--- src/inc/io_cell_regs.vh ---
// register map, field positions and reset values of the io cell bank
// assumes a 32-bit bus slave that decodes the low address byte only
`ifndef IO_CELL_REGS_VH
`define IO_CELL_REGS_VH

// decoded address width
`define ADDR_W          8

// register byte offsets
`define CTRL_OFS        8'h00
`define USED_OFS        8'h04
`define IN_REG_OFS      8'h08
`define OUT_REG_OFS     8'h0c
`define OE_REG_OFS      8'h10
`define PULL_OFS        8'h14
`define STATUS_OFS      8'h18
`define PAD_IN_OFS      8'h1c
`define CORE_IN_OFS     8'h20

// control register fields
`define CTRL_DONE_BIT   0

// status register fields
`define STAT_ACTIVE_BIT 0
`define STAT_SUPPLY_BIT 1
`define STAT_FREEZE_BIT 2
`define STAT_DONE_BIT   3

// reset values, one bit per cell except the single done bit
`define CFG_RST_BIT     1'b0
`define PULL_RST_BIT    1'b1
`define DONE_RST        1'b0

// bus encodings
`define HTRANS_SEQ_BIT  1
`define HRESP_OKAY      1'b0
`define HREADY_RST      1'b1

`endif

--- src/programmable_io_cell.v ---
// one bank of programmable io cells between core fabric and pad buffers
// assumes all inputs synchronous to clk_sys_in; pad pins are split into
// input, output and output enable; the bench resolves the wire level
//
// Functional notes
// - each cell has input, output and tri-state paths plus a freeze latch.
// - one bank-wide freeze control acts on unregistered inputs only.
// - while frozen an unregistered input shows the last pad value taken.
// - an input is captured on the input register clock or passed through.
// - output data is captured on the output register clock or passed out.
// - input and output registers have own clocks and share a clock enable.
// - mode selects come from the configuration image and lock once loaded.
// - unconfigured pads float with pull-up on until the download is done and supplies are good.
// - core-facing outputs stay quiet until the power-on reset is released.
// - user pin settings apply only after reset release and a full download.
// - once configured an unused pin has its input blocked and pull-up off.
// - each pin selects weak pull-up or no bus maintenance on its own.
// - registered inputs freeze by a held clock or enable, not by the latch.
//
// The placing of the registers and the AHB-Lite slave port were decided locally.
`timescale 1ns/1ps
`include "io_cell_regs.vh"

module programmable_io_cell #(
    parameter NUM_CELLS = 8
) (
    // clock, reset, global clock enable
    input  wire                 clk_sys_in,
    input  wire                 rst_n_in,
    input  wire                 clk_en_in,
    // ahb-lite slave
    input  wire                 hsel_in,
    input  wire [31:0]          haddr_in,
    input  wire [1:0]           htrans_in,
    input  wire                 hwrite_in,
    input  wire [2:0]           hsize_in,
    input  wire [31:0]          hwdata_in,
    input  wire                 hready_in,
    output reg  [31:0]          hrdata_out,
    output reg                  hreadyout_out,
    output reg                  hresp_out,
    // supply monitor
    input  wire                 supply_ok_in,
    // core side
    input  wire [NUM_CELLS-1:0] core_dout_in,
    input  wire [NUM_CELLS-1:0] core_oe_in,
    input  wire                 in_clk_in,
    input  wire                 out_clk_in,
    input  wire                 io_ce_in,
    input  wire                 freeze_in,
    output reg  [NUM_CELLS-1:0] core_din_out,
    // pad side
    input  wire [NUM_CELLS-1:0] pad_in_in,
    output reg  [NUM_CELLS-1:0] pad_out_out,
    output reg  [NUM_CELLS-1:0] pad_oe_out,
    output reg  [NUM_CELLS-1:0] pad_pullup_out,
    output reg  [NUM_CELLS-1:0] pad_in_en_out
);

    // configuration image
    reg  [NUM_CELLS-1:0] used_reg;
    reg  [NUM_CELLS-1:0] in_reg_en_reg;
    reg  [NUM_CELLS-1:0] out_reg_en_reg;
    reg  [NUM_CELLS-1:0] oe_reg_en_reg;
    reg  [NUM_CELLS-1:0] pull_en_reg;
    reg                  cfg_done_reg;
    reg                  active_reg;

    // bus data phase
    reg                  wr_pend_reg;
    reg  [`ADDR_W-1:0]   wr_addr_reg;
    reg  [31:0]          rd_word;

    // cell path state
    reg                  in_clk_prev_reg;
    reg                  out_clk_prev_reg;
    reg  [NUM_CELLS-1:0] in_q_reg;
    reg  [NUM_CELLS-1:0] hold_reg;
    reg  [NUM_CELLS-1:0] out_q_reg;
    reg  [NUM_CELLS-1:0] oe_q_reg;

    // chosen routes of the three cell paths
    wire [NUM_CELLS-1:0] din_direct;
    wire [NUM_CELLS-1:0] din_sel;
    wire [NUM_CELLS-1:0] out_sel;
    wire [NUM_CELLS-1:0] oe_sel;

    // combinational next values
    reg  [NUM_CELLS-1:0] core_din_next;
    reg  [NUM_CELLS-1:0] pad_out_next;
    reg  [NUM_CELLS-1:0] pad_oe_next;
    reg  [NUM_CELLS-1:0] pad_pullup_next;
    reg  [NUM_CELLS-1:0] pad_in_en_next;

    wire addr_phase;
    wire in_rise;
    wire out_rise;
    wire cfg_write;

    // a transfer is taken only when the previous one has completed
    assign addr_phase = hsel_in & htrans_in[`HTRANS_SEQ_BIT] & hready_in;

    // the register clocks are sampled, so a rising level is the edge
    assign in_rise  = in_clk_in & ~in_clk_prev_reg;
    assign out_rise = out_clk_in & ~out_clk_prev_reg;

    // image writes land only while the download is still open
    assign cfg_write = wr_pend_reg & ~cfg_done_reg;

    // read mux, looked up in the address phase
    always @* begin
        rd_word = 32'h0000_0000;
        case (haddr_in[`ADDR_W-1:0])
            `CTRL_OFS: begin
                rd_word[`CTRL_DONE_BIT] = cfg_done_reg;
            end
            `USED_OFS: begin
                rd_word[NUM_CELLS-1:0] = used_reg;
            end
            `IN_REG_OFS: begin
                rd_word[NUM_CELLS-1:0] = in_reg_en_reg;
            end
            `OUT_REG_OFS: begin
                rd_word[NUM_CELLS-1:0] = out_reg_en_reg;
            end
            `OE_REG_OFS: begin
                rd_word[NUM_CELLS-1:0] = oe_reg_en_reg;
            end
            `PULL_OFS: begin
                rd_word[NUM_CELLS-1:0] = pull_en_reg;
            end
            `STATUS_OFS: begin
                rd_word[`STAT_ACTIVE_BIT] = active_reg;
                rd_word[`STAT_SUPPLY_BIT] = supply_ok_in;
                rd_word[`STAT_FREEZE_BIT] = freeze_in;
                rd_word[`STAT_DONE_BIT]   = cfg_done_reg;
            end
            `PAD_IN_OFS: begin
                rd_word[NUM_CELLS-1:0] = pad_in_in;
            end
            `CORE_IN_OFS: begin
                rd_word[NUM_CELLS-1:0] = core_din_out;
            end
            default: begin
                rd_word = 32'h0000_0000;                 // unmapped reads 0
            end
        endcase
    end

    // bus slave: zero wait states, always okay
    always @(posedge clk_sys_in or negedge rst_n_in) begin
        if (!rst_n_in) begin
            wr_pend_reg   <= 1'b0;
            wr_addr_reg   <= {`ADDR_W{1'b0}};
            hrdata_out    <= 32'h0000_0000;
            hreadyout_out <= `HREADY_RST;
            hresp_out     <= `HRESP_OKAY;
        end else if (clk_en_in) begin
            wr_pend_reg   <= addr_phase & hwrite_in;
            hreadyout_out <= 1'b1;
            hresp_out     <= `HRESP_OKAY;
            if (addr_phase) begin
                wr_addr_reg <= haddr_in[`ADDR_W-1:0];
                if (!hwrite_in) begin
                    hrdata_out <= rd_word;
                end
            end
        end
    end

    // configuration image; the download closes by setting the done bit
    always @(posedge clk_sys_in or negedge rst_n_in) begin
        if (!rst_n_in) begin
            used_reg       <= {NUM_CELLS{`CFG_RST_BIT}};
            in_reg_en_reg  <= {NUM_CELLS{`CFG_RST_BIT}};
            out_reg_en_reg <= {NUM_CELLS{`CFG_RST_BIT}};
            oe_reg_en_reg  <= {NUM_CELLS{`CFG_RST_BIT}};
            pull_en_reg    <= {NUM_CELLS{`PULL_RST_BIT}};
            cfg_done_reg   <= `DONE_RST;
        end else if (clk_en_in && cfg_write) begin
            // static mode selects; the core has no path into them
            case (wr_addr_reg)
                `CTRL_OFS: begin
                    cfg_done_reg <= hwdata_in[`CTRL_DONE_BIT];
                end
                `USED_OFS: begin
                    used_reg <= hwdata_in[NUM_CELLS-1:0];
                end
                `IN_REG_OFS: begin
                    in_reg_en_reg <= hwdata_in[NUM_CELLS-1:0];
                end
                `OUT_REG_OFS: begin
                    out_reg_en_reg <= hwdata_in[NUM_CELLS-1:0];
                end
                `OE_REG_OFS: begin
                    oe_reg_en_reg <= hwdata_in[NUM_CELLS-1:0];
                end
                `PULL_OFS: begin
                    pull_en_reg <= hwdata_in[NUM_CELLS-1:0];
                end
                default: begin
                    cfg_done_reg <= cfg_done_reg;   // read-only or unmapped
                end
            endcase
        end
    end

    // user settings need both a finished download and good supplies
    always @(posedge clk_sys_in or negedge rst_n_in) begin
        if (!rst_n_in) begin
            active_reg <= 1'b0;
        end else if (clk_en_in) begin
            active_reg <= cfg_done_reg & supply_ok_in;
        end
    end

    // edge history of the two register clocks
    always @(posedge clk_sys_in or negedge rst_n_in) begin
        if (!rst_n_in) begin
            in_clk_prev_reg  <= 1'b0;
            out_clk_prev_reg <= 1'b0;
        end else if (clk_en_in) begin
            in_clk_prev_reg  <= in_clk_in;
            out_clk_prev_reg <= out_clk_in;
        end
    end

    // input register path: own clock, shared enable
    // holding either one is what freezes a registered input
    always @(posedge clk_sys_in or negedge rst_n_in) begin
        if (!rst_n_in) begin
            in_q_reg <= {NUM_CELLS{1'b0}};
        end else if (clk_en_in && in_rise && io_ce_in) begin
            in_q_reg <= pad_in_in;
        end
    end

    // freeze latch: one bank-wide control, follows the pad while open
    always @(posedge clk_sys_in or negedge rst_n_in) begin
        if (!rst_n_in) begin
            hold_reg <= {NUM_CELLS{1'b0}};
        end else if (clk_en_in && !freeze_in) begin
            hold_reg <= pad_in_in;
        end
    end

    // output and tri-state register paths share the output clock
    always @(posedge clk_sys_in or negedge rst_n_in) begin
        if (!rst_n_in) begin
            out_q_reg <= {NUM_CELLS{1'b0}};
            oe_q_reg  <= {NUM_CELLS{1'b0}};
        end else if (clk_en_in && out_rise && io_ce_in) begin
            out_q_reg <= core_dout_in;
            oe_q_reg  <= core_oe_in;
        end
    end

    // unregistered inputs take the held value while the bank is frozen
    assign din_direct = freeze_in ? hold_reg : pad_in_in;

    // registered inputs ignore the freeze; the latch serves the rest
    io_path_mux #(
        .WIDTH         (NUM_CELLS)
    ) u_din_route (
        .reg_sel_in    (in_reg_en_reg),
        .reg_val_in    (in_q_reg),
        .direct_val_in (din_direct),
        .route_out     (din_sel)
    );

    // output data: the captured copy or the live core value
    io_path_mux #(
        .WIDTH         (NUM_CELLS)
    ) u_out_route (
        .reg_sel_in    (out_reg_en_reg),
        .reg_val_in    (out_q_reg),
        .direct_val_in (core_dout_in),
        .route_out     (out_sel)
    );

    // output enable: same choice with its own select bits, so a pad can
    // be registered on data and direct on enable
    io_path_mux #(
        .WIDTH         (NUM_CELLS)
    ) u_oe_route (
        .reg_sel_in    (oe_reg_en_reg),
        .reg_val_in    (oe_q_reg),
        .direct_val_in (core_oe_in),
        .route_out     (oe_sel)
    );

    // per-cell pad state from the chosen routes
    always @* begin
        if (active_reg) begin
            // unused cells: input blocked, no drive, no pull-up
            core_din_next   = din_sel & used_reg;
            pad_oe_next     = oe_sel & used_reg;
            pad_out_next    = out_sel & pad_oe_next;
            pad_pullup_next = pull_en_reg & used_reg;
            pad_in_en_next  = used_reg;
        end else begin
            // pre-configuration: undriven, weak pull-up, core sees 0
            core_din_next   = {NUM_CELLS{1'b0}};
            pad_oe_next     = {NUM_CELLS{1'b0}};
            pad_out_next    = {NUM_CELLS{1'b0}};
            pad_pullup_next = {NUM_CELLS{1'b1}};
            pad_in_en_next  = {NUM_CELLS{1'b0}};
        end
    end

    // output flops; costs one cycle on the pass-through paths
    always @(posedge clk_sys_in or negedge rst_n_in) begin
        if (!rst_n_in) begin
            core_din_out   <= {NUM_CELLS{1'b0}};
            pad_out_out    <= {NUM_CELLS{1'b0}};
            pad_oe_out     <= {NUM_CELLS{1'b0}};
            pad_pullup_out <= {NUM_CELLS{1'b1}};
            pad_in_en_out  <= {NUM_CELLS{1'b0}};
        end else if (clk_en_in) begin
            core_din_out   <= core_din_next;
            pad_out_out    <= pad_out_next;
            pad_oe_out     <= pad_oe_next;
            pad_pullup_out <= pad_pullup_next;
            pad_in_en_out  <= pad_in_en_next;
        end
    end

endmodule // programmable_io_cell

// one route choice per cell: the captured value where the static image
// selects the register, the direct value otherwise
module io_path_mux #(
    parameter WIDTH = 8
) (
    // static route select, one bit per cell
    input  wire [WIDTH-1:0] reg_sel_in,
    // captured and direct candidates
    input  wire [WIDTH-1:0] reg_val_in,
    input  wire [WIDTH-1:0] direct_val_in,
    // chosen value
    output wire [WIDTH-1:0] route_out
);

    // plain and-or select; cells never interact
    assign route_out = (reg_sel_in & reg_val_in)
                     | (~reg_sel_in & direct_val_in);

endmodule // io_path_mux

--- config.mk ---
export PLATFORM = sky130hd
export DESIGN_NAME = programmable_io_cell
export DESIGN_NICKNAME = d
export VERILOG_FILES = /design/src/programmable_io_cell.v
export VERILOG_INCLUDE_DIRS = /design/src /design/src/inc
export SDC_FILE = /design/constraint.sdc
export NUM_CORES = 1
export LEC_CHECK = 0
export BUFFER_PORTS_ARGS = -buffer_cell sky130_fd_sc_hd__buf_2
export CORE_MARGIN = 2
export CORE_UTILIZATION = 30
export DETAILED_ROUTE_END_ITERATION = 16
export SLEW_MARGIN = 20
export SYNTH_ARGS = -nofsm -noshare
export SYNTH_HDL_FRONTEND = slang
export SYNTH_SLANG_ARGS = --single-unit
--- constraint.sdc ---
create_clock -name clk_sys_in -period 2.44 [get_ports clk_sys_in]
set_input_delay 0.61 -clock clk_sys_in [delete_from_list [all_inputs] [get_ports clk_sys_in]]
set_output_delay 0.61 -clock clk_sys_in [all_outputs]
set_load 0.02 [all_outputs]
==> results.py, run 1 <==
metrics = {
    "outcome": {
        "run_status": "finished, final reports clean",
    },
    "die": {
        "pin_count": 178,
        "initial_core_util_pct": 30.66,
        "std_cell_rows": 52,
        "coreArea_um2": 20300,
        "die-area_um2": 21920,
        "die_h_um": 148.0,
        "die_w_um": 148.0,
    },
    "worst_setup_path": {
        "r2r-start": "cfg_done_reg$_DFFE_PN0P_",
        "worstSetupStartpoint": "cfg_done_reg$_DFFE_PN0P_",
        "critPathBufInv": 1,
        "worst_ep_required_time_ns": 2.74,
        "crit_fanout": 8,
        "cpLargestDelayFamily": "simple AND/OR/NAND/NOR gates",
        "end_kind": "flop",
        "critPathLaunchType": "flop",
        "critical_path_arrival_ns": 2.49,
        "crit_path_top_delay_cell": "or4b_4",
        "path_cells": "or4b_4, nor4_4, and4b_1, buf_12, mux2_2",
        "cp_slowest_stage_delay_ns": 0.59,
        "worstSetupPathType": "flop to flop",
    },
    "finish": {
        "seq_area_um2": 3348,
        "drive_gt1_share_pct": 40.18,
        "nets": 748,
        "multi_input_area_um2": 2524,
        "fin_util_pct": 37.73,
        "num-fill-cells": 2043,
        "area_delta_synth_final_pct": 23.06,
    },
    "timing": {
        "setup_violations": 0,
        "timing.final.crit_share_pct": 89.83,
        "setup_ws_ns": 0.2481,
        "worst_pin_slew_ns": 0.5387,
        "slew_viol_final": 0,
        "fin_crit_ns": 2.192,
        "finalClockSkew_ns": 0.006922,
        "fmax_mhz": 456.2,
        "hold_viol": 0,
        "grt_setup_unrepaired": "no",
        "slew_headroom_pct": 63.89,
        "setup_tns_ns": 0,
    },
    "yosys": {
        "synth_top_area_cell": "dfrtp_1",
        "async_reset_ff_share_pct": 100.0,
        "yosysUniqueCellTypes": 43,
        "synth-main-ff-cell": "dfrtp_1",
        "synth_edf_count": 0,
        "ys_top_cells_by_area": "dfrtp_1 47%, mux2_2 16%, dfstp_2 6.8%",
        "post_synth.cell_area_avg_um2": 11.70,
        "ys.warnings.count": 0,
        "yosysMostFrequentCell": "dfrtp_1",
        "netlist_area_um2": 6225,
        "synth-seq-area-share_pct": 53.79,
        "yosys.area.top_type_share_pct": 47.04,
        "synth.ff_latch_count": 133,
        "synthCells": 532,
        "yosys-top-cells-count": "117 x dfrtp_1, 90 x mux2_2, 38 x inv_1",
    },
    "clock_tree": {
        "cts_setup_buffers": 0,
        "cts_hold_buf": 0,
        "numCtsBuffers": 17,
        "clock-sinks": 133,
        "clk_path_buf_depth": 2,
        "cts-resized-gates": 0,
        "cts_root_buffer": "clkbuf_16",
        "cts_tree": "done",
        "insertion_delay_ns": 0.42,
        "h-tree-depth": 4,
        "clk_pin_slew_ns": 0.06,
    },
    "pwr": {
        "power_leakage_nw": 3.539,
        "power_density_nw_per_um2": 730.3,
        "peakVddDrop_uv": 462.5,
    },
    "grt": {
        "grt_max_degree": 46,
        "grtUsageTotal_pct": 15.31,
        "antenna_found_initial": 2,
        "grt_overflow": 0,
        "grt_pass1_vias": 4490,
        "grt_first_pass_wirelength_um": 25390,
    },
    "detailed_routing": {
        "first_iter_violations": 212,
        "wl_um": 16070,
        "first_pass_iters": 4,
        "via_per_inst": 4.760,
        "detail-route-antenna-nets": 0,
        "wl_per_cell_um": 17.32,
        "via_count": 4417,
        "drc_errors": 0,
    },
    "placement": {
        "dp_slack_ns": 0.1003,
        "port_buffers": 99,
        "dp_hpwl_um": 12090,
        "gp_congestion": 0.8359,
    },
    "job": {
        "maxCapViolCount": 0,
    },
    "min_path": {
        "hp-class": "primary input to async pin",
    },
}
==> power breakdown <==
part / total, W / switching (W) / internal (W)
combinational: 0.000575 / 0.000300 / 0.000274
sequential: 0.00256 / 0.000143 / 0.00242
clock: 0.00246 / 0.000904 / 0.00155
total: 0.00559 / 0.00135 / 0.00425
==> worst paths after layout <==
kind	to	slack, ns	cells past startpoint
setup / recovery	in_reg_en_reg[5]$_DFFE_PN0P_	0.25	5
max in group asynchronous	pull_en_reg[1]$_DFFE_PN1P_	1.63	2
setup reg to reg	in_reg_en_reg[5]$_DFFE_PN0P_	0.25	5
hold / removal	in_clk_prev_reg$_DFFE_PN0P_	0.13	1
hold reg to reg	hrdata_out[6]$_DFFE_PN0P_	0.47	2
min in group clk_sys_in	oe_q_reg[4]$_DFFE_PN0P_	0.44	2
==> stage by stage <==
| step | cells | hold WS [ns] | instance area (µm²) | power [W] |
|---|---|---|---|---|
| floorplan | 556 | 0.3144 | 6315 | 0.002966 |
| global placement | 895 | 0.4619 | 7099 | 0.003158 |
| detailed placement | 895 | 0.4670 | 7099 | 0.003178 |
| CTS | 927 | 0.1435 | 7657 | 0.005649 |
| global route | 927 | 0.1488 | 7657 | 0.005829 |
| finish | 928 | 0.1266 | 7660 | 0.005594 |
==> worst reg2reg max path, delay by kind of cell (launching register included) <==
kind	cells	cell delay [ns]
DFF	1	0.44
and+or+nand+nor	3	1.16
buffers and inverters	1	0.14
muxes	1	0.33
==> final cells by class <==
| type | instances | share of cell area, % |
|---|---|---|
| antenna | 1 | 0.03267 |
| clock buffer | 27 | 6.305 |
| clock inverter | 5 | 0.9801 |
| inverter | 38 | 1.862 |
| multi-input combinational | 334 | 32.95 |
| sequential | 133 | 43.71 |
| tap | 270 | 4.410 |
| timing repair buffer | 120 | 9.752 |
==> cells by family (layout without fill, tap and decap cells) <==
family,after synthesis,in the layout,synth area share [%]
buffers and inverters,89,190,7.116
multiplexers,118,118,21.79
AO/OA/AOI/OAI,89,89,8.482
flip-flops,133,133,53.79
other,2,27,0.1206
AND/OR/NAND/NOR,101,101,8.704
==> layout by cell type, fill, tap and decap left out, drive strengths merged, types with 4 or more instances in the layout <==
master  instances
o21ai          32
buf           120
nand4           4
nor3            5
nand3          16
a31oi           9
inv            38
dfrtp         117
o22ai          17
dfstp          16
conb           26
clkbuf         27
nor2           24
mux2i          23
nand2          29
mux2           90
nor2b           5
mux4            5
a21oi          17
nor4            4
==> layer usage <==
layer	global-route usage [%]	part of all wire [%]	vias up
met2	24.98	48	145
met4	3.571	0.93	2
li1	-	-	2064
met3	4.290	7.4	15
met1	20.31	44	2191
met5	0	0.10	-
No activity file was read; power rests on OpenSTA's default activity.
==> inputs of run 2 (changes only) <==
Settings changed: ABC_AREA set to 1.
==> results.py, run 2 <==
metrics = {
    "outcome": {
        "run_status": "finished, final reports clean",
    },
    "pwr": {
        "power_density_nw_per_um2": 756.5,
        "finalPower_w": 0.005874,
        "peakVddDrop_uv": 455.5,
        "power_leakage_nw": 3.926,
    },
    "placement": {
        "placed_cell_area_um2": 7109,
        "dp_slack_ns": 0.4211,
        "gp_congestion": 0.8464,
        "dp_hpwl_um": 13380,
        "dpl.cell_count": 1125,
        "port_buffers": 99,
    },
    "timing": {
        "setup_tns_ns": 0,
        "finalClockSkew_ns": 0.009301,
        "slew_viol_final": 0,
        "timing.final.crit_share_pct": 71.28,
        "setup_ws_ns": 0.7008,
        "fmax_mhz": 575.0,
        "fin_crit_ns": 1.739,
        "hold_viol": 0,
        "grt_setup_unrepaired": "no",
        "setup_violations": 0,
        "slew_headroom_pct": 65.75,
        "worst_pin_slew_ns": 0.5138,
    },
    "finish": {
        "layout_commonest_cell": "nand2_1",
        "drive_gt1_share_pct": 24.15,
        "postLayoutCellArea_um2": 7765,
        "nets": 973,
        "area_delta_synth_final_pct": 21.93,
        "num_antenna_cells": 0,
        "layout.cells.non_filler": 1157,
        "final_cell_mix": "221 x nand2_1, 117 x dfrtp_1, 102 x o21ai_0",
        "num-fill-cells": 2165,
    },
    "die": {
        "pin_count": 178,
        "initial_core_util_pct": 30.39,
        "die_w_um": 149.7,
        "die_h_um": 149.7,
        "coreArea_um2": 20960,
        "die-area_um2": 22410,
        "std_cell_rows": 53,
    },
    "detailed_routing": {
        "first_iter_violations": 447,
        "first_pass_iters": 5,
        "via_count": 5261,
        "wl_um": 17870,
        "drc_errors": 0,
        "wl_per_cell_um": 15.44,
        "detail-route-antenna-nets": 0,
        "via_per_inst": 4.547,
    },
    "clock_tree": {
        "clk_pin_slew_ns": 0.06,
        "cts-resized-gates": 0,
        "cts_hold_buf": 0,
        "insertion_delay_ns": 0.42,
        "cts_root_buffer": "clkbuf_16",
        "clock-sinks": 133,
        "clk_path_buf_depth": 2,
        "cts_tree": "done",
        "numCtsBuffers": 17,
        "h-tree-depth": 4,
        "cts_setup_buffers": 0,
    },
    "yosys": {
        "yosys.area.top_type_share_pct": 45.97,
        "ys.warnings.count": 0,
        "synthCells": 761,
        "post_synth.cell_area_avg_um2": 8.369,
        "synth-seq-area-share_pct": 52.57,
        "yosysUniqueCellTypes": 31,
        "async_reset_ff_share_pct": 100.0,
        "yosysMostFrequentCell": "nand2_1",
        "synth-main-ff-cell": "dfrtp_1",
        "yosys-top-cells-count": "221 x nand2_1, 117 x dfrtp_1, 102 x o21ai_0",
        "ys_top_cells_by_area": "dfrtp_1 46%, nand2_1 13%, o21ai_0 8.0%",
        "netlist_area_um2": 6369,
        "synth.ff_latch_count": 133,
        "synth_top_area_cell": "dfrtp_1",
        "synth_edf_count": 0,
    },
    "grt": {
        "grt.busiest_layer": "met2",
        "grt_overflow": 0,
        "grt_use_met3_pct": 4.451,
        "grt_pass1_vias": 4991,
        "met2_usage_pct": 26.79,
        "grt_first_pass_wirelength_um": 27570,
        "use_met1_pct": 20.97,
        "grt_max_degree": 54,
        "antenna_found_initial": 0,
        "grtUsageTotal_pct": 16.51,
    },
    "worst_setup_path": {
        "worst_ep_required_time_ns": 1.83,
        "reg2reg_slack_ns": 0.79,
        "critical_path_arrival_ns": 1.13,
        "cpLargestDelayFamily": "flip-flops",
        "path_cells": "buf_2",
        "worstSetupPathType": "flop to output pin",
        "critPathLaunchType": "flop",
        "crit_path_top_delay_cell": "dfstp_2",
        "critPathBufInv": 1,
        "end_kind": "output pin",
        "cp_slowest_stage_delay_ns": 0.55,
        "crit_fanout": 2,
    },
    "min_path": {
        "hp-class": "primary input to async pin",
    },
    "job": {
        "maxCapViolCount": 0,
    },
}
run 2: cell types whose count changed after synthesis, moves of 9 or more:
cell	delta
o21ai_2	+34
mux2i_1	-23
a31oi_1	-9
nand2_1	+192
o21ai_0	+70
o22ai_1	-17
mux2_2	-90
nor2_1	+22
nand3_1	+24
inv_1	+47
run 2: cells by family (layout without fill, tap and decap cells):
| group | Yosys count | count (layout) | synth area share [%] |
|---|---|---|---|
| other cells | 2 | 26 | 0.1179 |
| flops | 133 | 133 | 52.57 |
| simple gates | 324 | 324 | 21.51 |
| buf+inv | 140 | 237 | 10.57 |
| compound gates | 162 | 162 | 15.23 |
run 2: through the flow:
| stage | hold slack (ns) | utilization, % |
|---|---|---|
| after detailed placement | 0.4643 | 33.93 |
| after global placement | 0.4582 | 33.93 |
| final | 0.1537 | 37.06 |
| after floorplan | 0.3144 | - |
| after CTS | 0.1642 | 37.06 |
| after global routing | 0.1753 | 37.06 |
run 2: final timing paths:
path,cells past startpoint,from,end
min in group clk_sys_in,3,in_clk_in,in_clk_prev_reg$_DFFE_PN0P_
hold reg to reg,2,pad_oe_out[5]$_DFFE_PN0P_,pad_oe_out[5]$_DFFE_PN0P_
max in group asynchronous,2,rst_n_in,pull_en_reg[4]$_DFFE_PN1P_
setup / recovery,1,pad_pullup_out[4]$_DFFE_PN1P_,pad_pullup_out[4]
setup reg to reg,6,wr_addr_reg[1]$_DFFE_PN0P_,used_reg[6]$_DFFE_PN0P_
hold / removal,1,rst_n_in,used_reg[0]$_DFFE_PN0P_
run 2: power breakdown:
group,total (W),switching [W],internal (W)
sequential,0.00251,0.000120,0.00239
clock,0.00283,0.000967,0.00186
combinational,0.000529,0.000360,0.000169
run 2: final cells by class:
class	count	area, µm²	area share [%]
timing repair buffer	117	649.4	8.363
clock buffer	19	452.9	5.833
clock inverter	13	202.7	2.610
inverter	88	330.3	4.254
multi-input combinational	512	2437	31.39
sequential	133	3348	43.12
tap	275	344.1	4.431
run 2: layer usage:
metal  wire length (µm)  vias to the layer above
li1                   -                     2604
met1               7818                     2475
met2               8658                      163
met3                969                       19
met4                420                        0
met5                  0                        -
